`src/sfptp_pkg.sv`:
```
// Package for the special-function ports and pass-through block
package sfptp_pkg;
   localparam int unsigned PORT_W = 8;
   localparam logic [7:0]  SFR_PORT_J_DATA_ADDR = 8'h80;
   localparam logic [7:0]  SFR_PORT_K_DATA_ADDR = 8'h90;
   localparam logic [15:0] PASS_MUX_ADDR        = 16'h7f85;
   localparam logic [15:0] PORT_J_DIR_ADDR      = 16'h7fad;
   localparam logic [15:0] PORT_K_DIR_ADDR      = 16'h7fae;
   localparam logic [7:0]  REG_RESET            = 8'h00;
   localparam logic [2:0]  BIT_POS_MASK         = 3'h7;
   localparam logic [7:0]  SFR_BIT_BASE_MASK    = 8'hf8;

   // Special-function space access from the microcontroller
   typedef struct packed {
      logic       wr;
      logic       bit_wr;
      logic [7:0] addr;
      logic [7:0] wdata;
      logic       bit_val;
   } sfptp_sfr_req_s;

   // Memory-mapped register access from the microcontroller
   typedef struct packed {
      logic        wr;
      logic [15:0] addr;
      logic [7:0]  wdata;
   } sfptp_mem_req_s;
endpackage

```
`src/sfptp_top.sv`:
```
// Special-function GPIO ports and the pass-through port multiplexers
//
// Operation
// - Port J data register at special-function address 0x80, resets to zero.
// - Port J direction register at 0x7fad, one means output, resets zero.
// - Port K data register at special-function address 0x90, resets to zero.
// - Port K direction register at 0x7fae, one means output, resets zero.
// - Eight pass-through ports drive target from own logic or source pin.
// - Port k pairs group G pin k-1 with group H pin k-1.
// - Pass-through mux register at 0x7f85, resets zero, bit k at D(k-1).
// - Mux bit zero leaves both pins as ordinary general pins.
// - Mux bit one drives source pin level unmodified onto target pin.
// - Only the microcontroller reaches the mux register, never the host.
// - In pass-through mode target pin is always driven as output.
// - In normal mode target direction comes only from its own bit.
// - In pass-through mode target input bit does not show the pin.
// - One address per port; writes load latch, reads return latch for output bits, pins for input bits.
// - Single-bit set and clear modify one port bit at address plus bit.
`timescale 1ns/1ps
`default_nettype none
module sfptp_top (
   // Clock, reset and enable
   input  wire logic                    clk,
   input  wire logic                    resetn,
   input  wire logic                    clk_en,
   // Special-function space access
   input  wire sfptp_pkg::sfptp_sfr_req_s sfr_req,
   output logic [7:0]                   sfr_rdata,
   output logic                         sfr_hit,
   // Memory-mapped register access
   input  wire sfptp_pkg::sfptp_mem_req_s mem_req,
   output logic [7:0]                   mem_rdata,
   output logic                         mem_hit,
   // Special-function port pins
   input  wire logic [7:0]              port_j_in,
   output logic [7:0]                   port_j_out,
   output logic [7:0]                   port_j_oe,
   input  wire logic [7:0]              port_k_in,
   output logic [7:0]                   port_k_out,
   output logic [7:0]                   port_k_oe,
   // Pass-through pairs
   input  wire logic [7:0]              pass_source_pin_in,
   input  wire logic [7:0]              pass_target_pin_in,
   input  wire logic [7:0]              target_logic_out,
   input  wire logic [7:0]              target_logic_oe,
   output logic [7:0]                   pass_target_pin_out,
   output logic [7:0]                   pass_target_pin_oe,
   output logic [7:0]                   target_logic_in
);
   import sfptp_pkg::*;

   logic [7:0] port_j_data_r;
   logic [7:0] port_k_data_r;
   logic [7:0] port_j_dir_r;
   logic [7:0] port_k_dir_r;
   logic [7:0] pass_through_mux_register_r;
   logic [7:0] j_s1_r, j_s2_r, j_s3_r, j_live_r;
   logic [7:0] k_s1_r, k_s2_r, k_s3_r, k_live_r;
   logic [7:0] sfr_rdata_r;
   logic [7:0] mem_rdata_r;
   logic       j_sel;
   logic       k_sel;
   logic [2:0] bit_pos;

   // Read view: latch for outputs, synchronised pin for inputs
   function automatic logic [7:0] port_view(input logic [7:0] dir,
                                            input logic [7:0] lat,
                                            input logic [7:0] pin);
      port_view = (dir & lat) | (~dir & pin);
   endfunction

   // Byte-wide write or a single-bit set or clear
   function automatic logic [7:0] port_write(input logic [7:0] cur,
                                             input sfptp_sfr_req_s rq,
                                             input logic [2:0] pos);
      logic [7:0] v;
      v = cur;
      if (rq.bit_wr) begin
         v[pos] = rq.bit_val;
      end else begin
         v = rq.wdata;
      end
      port_write = v;
   endfunction

   // Bit accesses carry address plus bit, so match the aligned base
   assign bit_pos = sfr_req.addr[2:0] & BIT_POS_MASK;
   assign j_sel   = sfr_req.bit_wr ?
      ((sfr_req.addr & SFR_BIT_BASE_MASK) == SFR_PORT_J_DATA_ADDR) :
      (sfr_req.addr == SFR_PORT_J_DATA_ADDR);
   assign k_sel   = sfr_req.bit_wr ?
      ((sfr_req.addr & SFR_BIT_BASE_MASK) == SFR_PORT_K_DATA_ADDR) :
      (sfr_req.addr == SFR_PORT_K_DATA_ADDR);

   // Three-stage pin synchronisers; the live value moves once 2 and 3 agree
   always_ff @(posedge clk or negedge resetn) begin
      if (!resetn) begin
         j_s1_r   <= REG_RESET;
         j_s2_r   <= REG_RESET;
         j_s3_r   <= REG_RESET;
         j_live_r <= REG_RESET;
         k_s1_r   <= REG_RESET;
         k_s2_r   <= REG_RESET;
         k_s3_r   <= REG_RESET;
         k_live_r <= REG_RESET;
      end else if (clk_en) begin
         j_s1_r   <= port_j_in;
         j_s2_r   <= j_s1_r;
         j_s3_r   <= j_s2_r;
         j_live_r <= (j_s2_r & j_s3_r) | (j_live_r & (j_s2_r ^ j_s3_r));
         k_s1_r   <= port_k_in;
         k_s2_r   <= k_s1_r;
         k_s3_r   <= k_s2_r;
         k_live_r <= (k_s2_r & k_s3_r) | (k_live_r & (k_s2_r ^ k_s3_r));
      end
   end

   // Special-function output latches
   always_ff @(posedge clk or negedge resetn) begin
      if (!resetn) begin
         port_j_data_r <= REG_RESET;
         port_k_data_r <= REG_RESET;
      end else if (clk_en && sfr_req.wr) begin
         if (j_sel) begin
            port_j_data_r <= port_write(port_j_data_r, sfr_req, bit_pos);
         end
         if (k_sel) begin
            port_k_data_r <= port_write(port_k_data_r, sfr_req, bit_pos);
         end
      end
   end

   // Memory-mapped control registers; no host path exists to them
   always_ff @(posedge clk or negedge resetn) begin
      if (!resetn) begin
         port_j_dir_r                <= REG_RESET;
         port_k_dir_r                <= REG_RESET;
         pass_through_mux_register_r <= REG_RESET;
      end else if (clk_en && mem_req.wr) begin
         unique case (mem_req.addr)
            PORT_J_DIR_ADDR: port_j_dir_r <= mem_req.wdata;
            PORT_K_DIR_ADDR: port_k_dir_r <= mem_req.wdata;
            PASS_MUX_ADDR:   pass_through_mux_register_r <= mem_req.wdata;
            default: ;
         endcase
      end
   end

   // Registered read data, one cycle after the address
   always_ff @(posedge clk or negedge resetn) begin
      if (!resetn) begin
         sfr_rdata_r <= REG_RESET;
         mem_rdata_r <= REG_RESET;
      end else if (clk_en) begin
         if (sfr_req.addr == SFR_PORT_J_DATA_ADDR) begin
            sfr_rdata_r <= port_view(port_j_dir_r, port_j_data_r, j_live_r);
         end else if (sfr_req.addr == SFR_PORT_K_DATA_ADDR) begin
            sfr_rdata_r <= port_view(port_k_dir_r, port_k_data_r, k_live_r);
         end else begin
            sfr_rdata_r <= REG_RESET;
         end
         unique case (mem_req.addr)
            PORT_J_DIR_ADDR: mem_rdata_r <= port_j_dir_r;
            PORT_K_DIR_ADDR: mem_rdata_r <= port_k_dir_r;
            PASS_MUX_ADDR:   mem_rdata_r <= pass_through_mux_register_r;
            default:         mem_rdata_r <= REG_RESET;
         endcase
      end
   end

   assign sfr_rdata = sfr_rdata_r;
   assign mem_rdata = mem_rdata_r;
   assign sfr_hit   = j_sel | k_sel;
   assign mem_hit   = (mem_req.addr == PORT_J_DIR_ADDR) |
                      (mem_req.addr == PORT_K_DIR_ADDR) |
                      (mem_req.addr == PASS_MUX_ADDR);

   // Port pins: latch drives where direction says output
   assign port_j_out = port_j_data_r;
   assign port_j_oe  = port_j_dir_r;
   assign port_k_out = port_k_data_r;
   assign port_k_oe  = port_k_dir_r;

   // Pass-through: pure mux so the source edge reaches the target at once;
   // a register here would add a cycle of skew to the relayed signal
   always_comb begin
      for (int i = 0; i < PORT_W; i++) begin
         if (pass_through_mux_register_r[i]) begin
            pass_target_pin_out[i] = pass_source_pin_in[i];
            pass_target_pin_oe[i]  = 1'b1;
            target_logic_in[i]     = 1'b0;
         end else begin
            pass_target_pin_out[i] = target_logic_out[i];
            pass_target_pin_oe[i]  = target_logic_oe[i];
            target_logic_in[i]     = pass_target_pin_in[i];
         end
      end
   end
endmodule
`default_nettype wire

```
`config.mk`:
```
export PLATFORM = sky130hd
export DESIGN_NAME = sfptp_top
export DESIGN_NICKNAME = d
export VERILOG_FILES = /design/src/sfptp_pkg.sv /design/src/sfptp_top.sv
export SDC_FILE = /design/constraint.sdc
export NUM_CORES = 1
export LEC_CHECK = 0
export ABC_AREA = 1
export ABC_CLOCK_PERIOD_IN_PS = 1700
export BUFFER_PORTS_ARGS = -buffer_cell sky130_fd_sc_hd__buf_2
export CAP_MARGIN = 20
export CORE_MARGIN = 3
export CORE_UTILIZATION = 52
export CTS_CLUSTER_DIAMETER = 100
export CTS_CLUSTER_SIZE = 14
export DETAILED_ROUTE_END_ITERATION = 8
export GPL_ROUTABILITY_DRIVEN = 1
export GPL_TIMING_DRIVEN = 0
export PLACE_DENSITY = 0.8
export SYNTH_ARGS = -nofsm -noshare
export SYNTH_HDL_FRONTEND = slang
export SYNTH_SLANG_ARGS = --single-unit
export TNS_END_PERCENT = 20
```
`constraint.sdc`:
```
create_clock -name clk -period 1.7 [get_ports clk]
set_input_delay 0.34 -clock clk [delete_from_list [all_inputs] [get_ports clk]]
set_output_delay 0.34 -clock clk [all_outputs]
set_load 0.005 [all_outputs]
```
==> flow_metrics.py, run 1 <==
metrics = {
    "cells_and_area": {
        "antenna_cells": 0,
        "nets": 1007,
        "layout_commonest_cell": "nand2_1",
        "fin_cells": 1049,
        "syn2layout_area_growth_pct": 27.8,
        "seqCellArea_um2": 3010,
        "utilization_pct": 69.1,
        "final_cell_mix": "nand2_1 (267), buf_2 (170), dfrtp_1 (114), nand3_1 (41), inv_1 (40)",
        "design_area_um2": 7590,
        "num-fill-cells": 888,
        "drive_gt1_share_pct": 30.8,
        "multiInputGateArea_um2": 2630,
    },
    "power": {
        "seqPwrFrac_pct": 42.9,
        "p_switching_mw": 1.97,
        "p_leak_nw": 4.16,
        "ir_drop_mv": 0.764,
        "switching_share_pct": 26.1,
        "powerDensity_nw_per_um2": 994,
        "p_clk_share_pct": 46.6,
        "combPwrFrac_pct": 10.5,
        "p_int_mw": 5.58,
        "total_power_mw": 7.55,
    },
    "die": {
        "ioPinCount": 169,
        "die_h_um": 113,
        "dieArea_um2": 12700,
        "core_area_um2": 11000,
        "start_util_pct": 54.1,
        "rows": 38,
        "dieWidth_um": 113,
    },
    "synth": {
        "synthMuxAreaShare_pct": 3.03,
        "synth_area_per_cell_um2": 8.40,
        "syn_area_um2": 5940,
        "synth_fp_nets": 818,
        "synth_seq_area_share_pct": 50.6,
        "yosysUniqueCellTypes": 31,
        "syn_inst": 707,
        "synth_top_family_by_area": "simple AND/OR/NAND/NOR gates",
        "synthAdderAreaFrac_pct": 3.37,
        "yosys_warnings": 0,
        "synth_seq_cells": 120,
        "synth-xor-area-share_pct": 0,
        "yosys.area_share.simple_pct": 28.9,
        "synth-compound-area-share_pct": 8.91,
    },
    "min_path": {
        "worst_hold_path.endpoint": "j_s1_r[3]",
        "worstHoldStart": "port_j_in[3]",
        "worstHoldPathCells": 3,
        "min_path_type": "in -> reg",
    },
    "timing": {
        "fin_setup_tns_ps": 0,
        "worst_pin_slew_ps": 620,
        "setup_violations": 0,
        "skew_ps": 9.55,
        "finalCritPeriodShare_pct": 98.2,
        "rsz0062_at_grt": "yes",
        "timing.hold.ws_ps": 124,
        "worst_slack_ps": 30.0,
        "min_period_ps": 1670,
        "timing.fmax_mhz": 599,
        "slew_violations": 0,
        "hold_viol": 0,
        "slew_headroom_pct": 58.5,
    },
    "detailed_routing": {
        "via_count": 5550,
        "drt-total-wl_um": 16000,
        "drc": 0,
        "wire_per_inst_um": 15.3,
        "first_pass_iters": 5,
        "drt_iter0_markers": 437,
        "avgViaCountPerCell": 5.29,
        "ant_nets": 0,
    },
    "critical_path": {
        "startpoint_type": "input pin",
        "worst-path-max-fanout": 10,
        "cp-end-kind": "output pin",
        "cp.required_ps": 1360,
        "arrival_ps": 1330,
        "worstReg2RegEnd": "sfr_rdata[4]",
        "r2r.worst_path.cells": 3,
        "r2r-start": "port_k_oe[4]",
        "crit_type": "in -> out",
        "rrSetupSlack_ps": 570,
        "startpoint": "sfr_req[11]",
    },
    "placed_design": {
        "placed_area_um2": 6980,
        "place_ws_ps": 39.9,
        "io_buffers": 167,
        "gp_congestion": 0.905,
        "dp_cells": 1015,
        "dp.final_hpwl_um": 11800,
    },
    "run_status": {
        "status": "completed",
    },
    "clock_tree": {
        "cts.clk_slew.worst_paths_ps": 60,
        "h-tree-depth": 4,
        "cts_buffers": 17,
        "clock_latency_ps": 410,
        "root_buffer": "clkbuf_16",
        "clock_sink_count": 120,
        "clockBufferDepth": 2,
        "cts_tree": "done",
    },
    "flow_run": {
        "maxCapViolCount": 0,
    },
    "grt": {
        "track_usage_pct": 25.6,
        "grt_pass1_wl_um": 25800,
        "grt_max_degree": 91,
        "grt-ovfl-total": 0,
        "antenna_found_initial": 0,
        "first_global_vias": 5394,
    },
}
worst max path at each step:
stage / to / slack, ps / depth (start not counted)
2_1_floorplan: sfr_hit / 290 / 5
3_3_place_gp: pass_through_mux_register_r[4] / -1180 / 1
3_5_place_dp: mem_hit / 40 / 8
4_1_cts: pass_target_pin_out[6] / 5 / 2
5_1_grt: sfr_hit / -20 / 7
6_report: sfr_hit / 30 / 7
sequential cells by signal, indices dropped and copies added (netlist names):
signal                       cells
pass_through_mux_register_r      8
k_s1_r                           8
j_s2_r                           8
port_k_out                       8
k_s2_r                           8
k_live_r                         8
port_j_oe                        8
sfr_rdata                        8
k_s3_r                           8
port_k_oe                        8
port_j_out                       8
j_live_r                         8
mem_rdata                        8
j_s3_r                           8
j_s1_r                           8
routing by layer:
metal | wire (um) | GRT usage (%)
met1 | 6140 | 30.2
met2 | 8090 | 44.2
met3 | 1300 | 6.10
met4 | 478 | 11.8
met5 | 0 | 0
timing repair:
| item | 4_1_cts | 5_1_grt |
|---|---|---|
| hold buffers | 1 | 0 |
| hold endpoints to repair | 30 | 0 |
| setup buffers | 0 | 1 |
| gates resized for setup | 0 | 7 |
| setup endpoints to repair | 0 | 9 |
final cells by class:
class	instances	area share (%)
Tap cell	140	2.31
Multi-Input combinational cell	515	34.6
Inverter	46	2.27
Clock inverter	14	1.98
Clock buffer	18	5.65
Sequential cell	120	39.7
Buffer	26	1.80
Timing Repair Buffer	170	11.7
power groups by stage:
stage | Clock [mW] | Sequential, mW | Combinational [mW]
finish | 3.51 | 3.24 | 0.793
global placement | 0 | 3.28 | 0.750
CTS | 3.54 | 3.24 | 0.802
floorplan | 0 | 3.23 | 0.441
detailed placement | 0 | 3.28 | 0.783
global route | 3.68 | 3.26 | 0.912
critical path, stage by stage:
cell and delay (ps):
buf_2 130, nor2_1 130, nand3_2 130, o21ai_4 140, buf_4 220, o21a_1 130, buf_2 100
cells by family (layout without fill, tap and decap cells):
| logic type | after synthesis | count (layout) |
|---|---|---|
| and+or+nand+nor | 392 | 392 |
| DFF | 120 | 120 |
| AOI/OAI and AO/OA | 91 | 91 |
| buffers and inverters | 72 | 274 |
| adders and majority gates | 16 | 16 |
| muxes | 16 | 16 |
synth_stat cells:
library cell  instances  area [um2]
nor2_8                1        20.0
buf_1                 2        7.51
and2_4                1        8.76
clkbuf_1             14        52.6
nor2_4                3        33.8
o21ai_0              34         170
o21ai_1              17        85.1
buf_4                 3        22.5
buf_2                 4        20.0
mux2_2               16         180
nand2_2               7        43.8
o21a_1                1        7.51
nand4_1              16         100
inv_1                40         150
nand3_1              41         205
dfrtp_1             120        3000
o21ai_4               1        16.3
o21ai_2              16         140
nand3b_1              9        67.6
nand2_1             267        1000
nand3_2               1        10.0
ha_1                 16         200
nand3_4               1        17.5
nor2_2                4        25.0
inv_2                 4        15.0
nor2_1               32         120
a21oi_1              22         110
clkinv_1              2        7.51
buf_6                 3        33.8
or2_2                 8        50.1
nand2_4               1        11.3
No activity file was read; power rests on OpenSTA's default activity.
==> run 2: changes to the inputs <==
--- a/config.mk
+++ b/config.mk
@@ -9,6 +9,7 @@
 export ABC_CLOCK_PERIOD_IN_PS = 1700
 export BUFFER_PORTS_ARGS = -buffer_cell sky130_fd_sc_hd__buf_2
 export CAP_MARGIN = 20
+export CORE_ASPECT_RATIO = 1.5
 export CORE_MARGIN = 3
 export CORE_UTILIZATION = 52
 export CTS_CLUSTER_DIAMETER = 100
==> flow_metrics.py, run 2 (synthesized netlist as in run 1, its figures left out) <==
metrics = {
    "power": {
        "powerDensity_nw_per_um2": 1030,
        "p_leak_nw": 4.20,
        "ir_drop_mv": 0.808,
    },
    "clock_tree": {
        "h-tree-depth": 4,
        "clock_sink_count": 120,
        "cts_buffers": 17,
        "cts.clk_slew.worst_paths_ps": 60,
        "root_buffer": "clkbuf_16",
        "clockBufferDepth": 2,
        "cts_tree": "done",
        "clock_latency_ps": 410,
    },
    "detailed_routing": {
        "wl_met2_um": 8370,
        "highest_layer": "met4",
        "wl_met1_um": 6020,
        "via_count": 5579,
        "wire_per_inst_um": 15.5,
        "avgViaCountPerCell": 5.28,
        "drt_iter0_markers": 357,
        "drt-total-wl_um": 16400,
        "drc": 0,
        "wl_met3_um": 1140,
        "first_pass_iters": 5,
        "ant_nets": 0,
    },
    "critical_path": {
        "worst-path-max-fanout": 5,
        "arrival_ps": 1310,
        "crit_chain": "mux2_2 > buf_2",
        "cp.required_ps": 1360,
        "critPathSlowestCell": "dfrtp_1",
        "cp-end-kind": "output pin",
        "startpoint_type": "flip-flop",
        "slowest_delay_ps": 430,
        "crit_type": "reg -> out",
    },
    "min_path": {
        "min_path_type": "in -> reg",
    },
    "placed_design": {
        "dp.final_hpwl_um": 12400,
        "placed_area_um2": 6990,
        "io_buffers": 167,
        "gp_congestion": 0.941,
    },
    "grt": {
        "grt_pass1_wl_um": 25800,
        "grt-ovfl-total": 0,
        "antenna_found_initial": 0,
        "first_global_vias": 5361,
        "grt_max_degree": 66,
        "track_usage_pct": 26.6,
    },
    "die": {
        "dieWidth_um": 93.2,
        "ioPinCount": 169,
        "core_area_um2": 11100,
        "start_util_pct": 53.4,
        "dieArea_um2": 12800,
        "die_h_um": 137,
        "rows": 47,
    },
    "cells_and_area": {
        "drive_gt1_share_pct": 30.5,
        "nets": 1008,
        "syn2layout_area_growth_pct": 29.2,
        "antenna_cells": 0,
        "final_cell_mix": "nand2_1 (267), buf_2 (170), dfrtp_1 (116), nand3_1 (41), inv_1 (40)",
        "design_area_um2": 7670,
        "layout_commonest_cell": "nand2_1",
    },
    "timing": {
        "rsz0062_at_grt": "yes",
        "slew_violations": 0,
        "timing.hold.ws_ps": 127,
        "min_period_ps": 1650,
        "timing.fmax_mhz": 606,
        "finalCritPeriodShare_pct": 97.1,
        "setup_violations": 0,
        "worst_pin_slew_ps": 651,
        "slew_headroom_pct": 56.5,
        "skew_ps": 5.40,
        "hold_viol": 0,
    },
    "run_status": {
        "status": "completed",
    },
    "flow_run": {
        "maxCapViolCount": 0,
    },
}
run 2: worst paths after layout:
kind | from | end | slack (ps) | depth (start not counted)
max in group asynchronous | resetn | pass_through_mux_register_r[2] | 520 | 3
setup / recovery | pass_through_mux_register_r[3] | pass_target_pin_out[3] | 50 | 2
hold / removal | port_j_in[0] | j_s1_r[0] | 130 | 3
setup reg to reg | k_s2_r[6] | k_live_r[6] | 560 | 3
min in group asynchronous | resetn | j_s1_r[7] | 460 | 2
hold reg to reg | j_s1_r[3] | j_s1_r[3] | 470 | 2
run 2: cell type report:
| cell class | count | area (um2) |
|---|---|---|
| buffer | 26 | 140 |
| clock buffer | 20 | 447 |
| clock inverter | 12 | 199 |
| fill | 948 | 3440 |
| inverter | 46 | 173 |
| multi-input combinational | 515 | 2630 |
| sequential | 120 | 3010 |
| tap | 147 | 184 |
| timing repair buffer | 171 | 895 |
run 2: metal layers:
metal / vias to the layer above / GRT usage, %
li1: 2685 / -
met3: 52 / 6.38
met5: - / 0
met4: 0 / 16.6
met1: 2600 / 28.7
met2: 242 / 46.2
run 2: critical path, delay by kind of cell (launching register included):
kind | cells | cell delay, ps
DFF | 1 | 430
buffers and inverters | 1 | 120
muxes | 1 | 350
run 2: report_power, final:
group | internal [mW] | switching (mW) | leakage (nW)
clock network | 2.63 | 1.23 | 0.302
logic | 0.336 | 0.462 | 2.32
registers | 3.08 | 0.166 | 1.58
total | 6.05 | 1.86 | 4.20
run 2: what timing repair did:
item,in CTS,in global routing
hold endpoints to repair,55,0
hold buffers,1,0
gates resized for setup,0,5
setup buffers,0,2
setup endpoints to repair,0,6
run 2: through the flow:
| stage | setup TNS [ps] | power, mW | std cells | setup slack [ps] | utilization (%) |
|---|---|---|---|---|---|
| 6_report | 0 | 7.90 | 1057 | 49.2 | 69.0 |
| 5_1_grt | -16.4 | 8.25 | 1057 | -16.4 | 69.0 |
| 4_1_cts | 0 | 7.95 | 1055 | 5.55 | 68.8 |
| 3_5_place_dp | 0 | 4.08 | 1022 | 1.12 | 62.9 |
| 3_3_place_gp | -139810 | 4.03 | 1021 | -1170 | 62.6 |
| 2_1_floorplan | 0 | 3.67 | 707 | 289 | - |
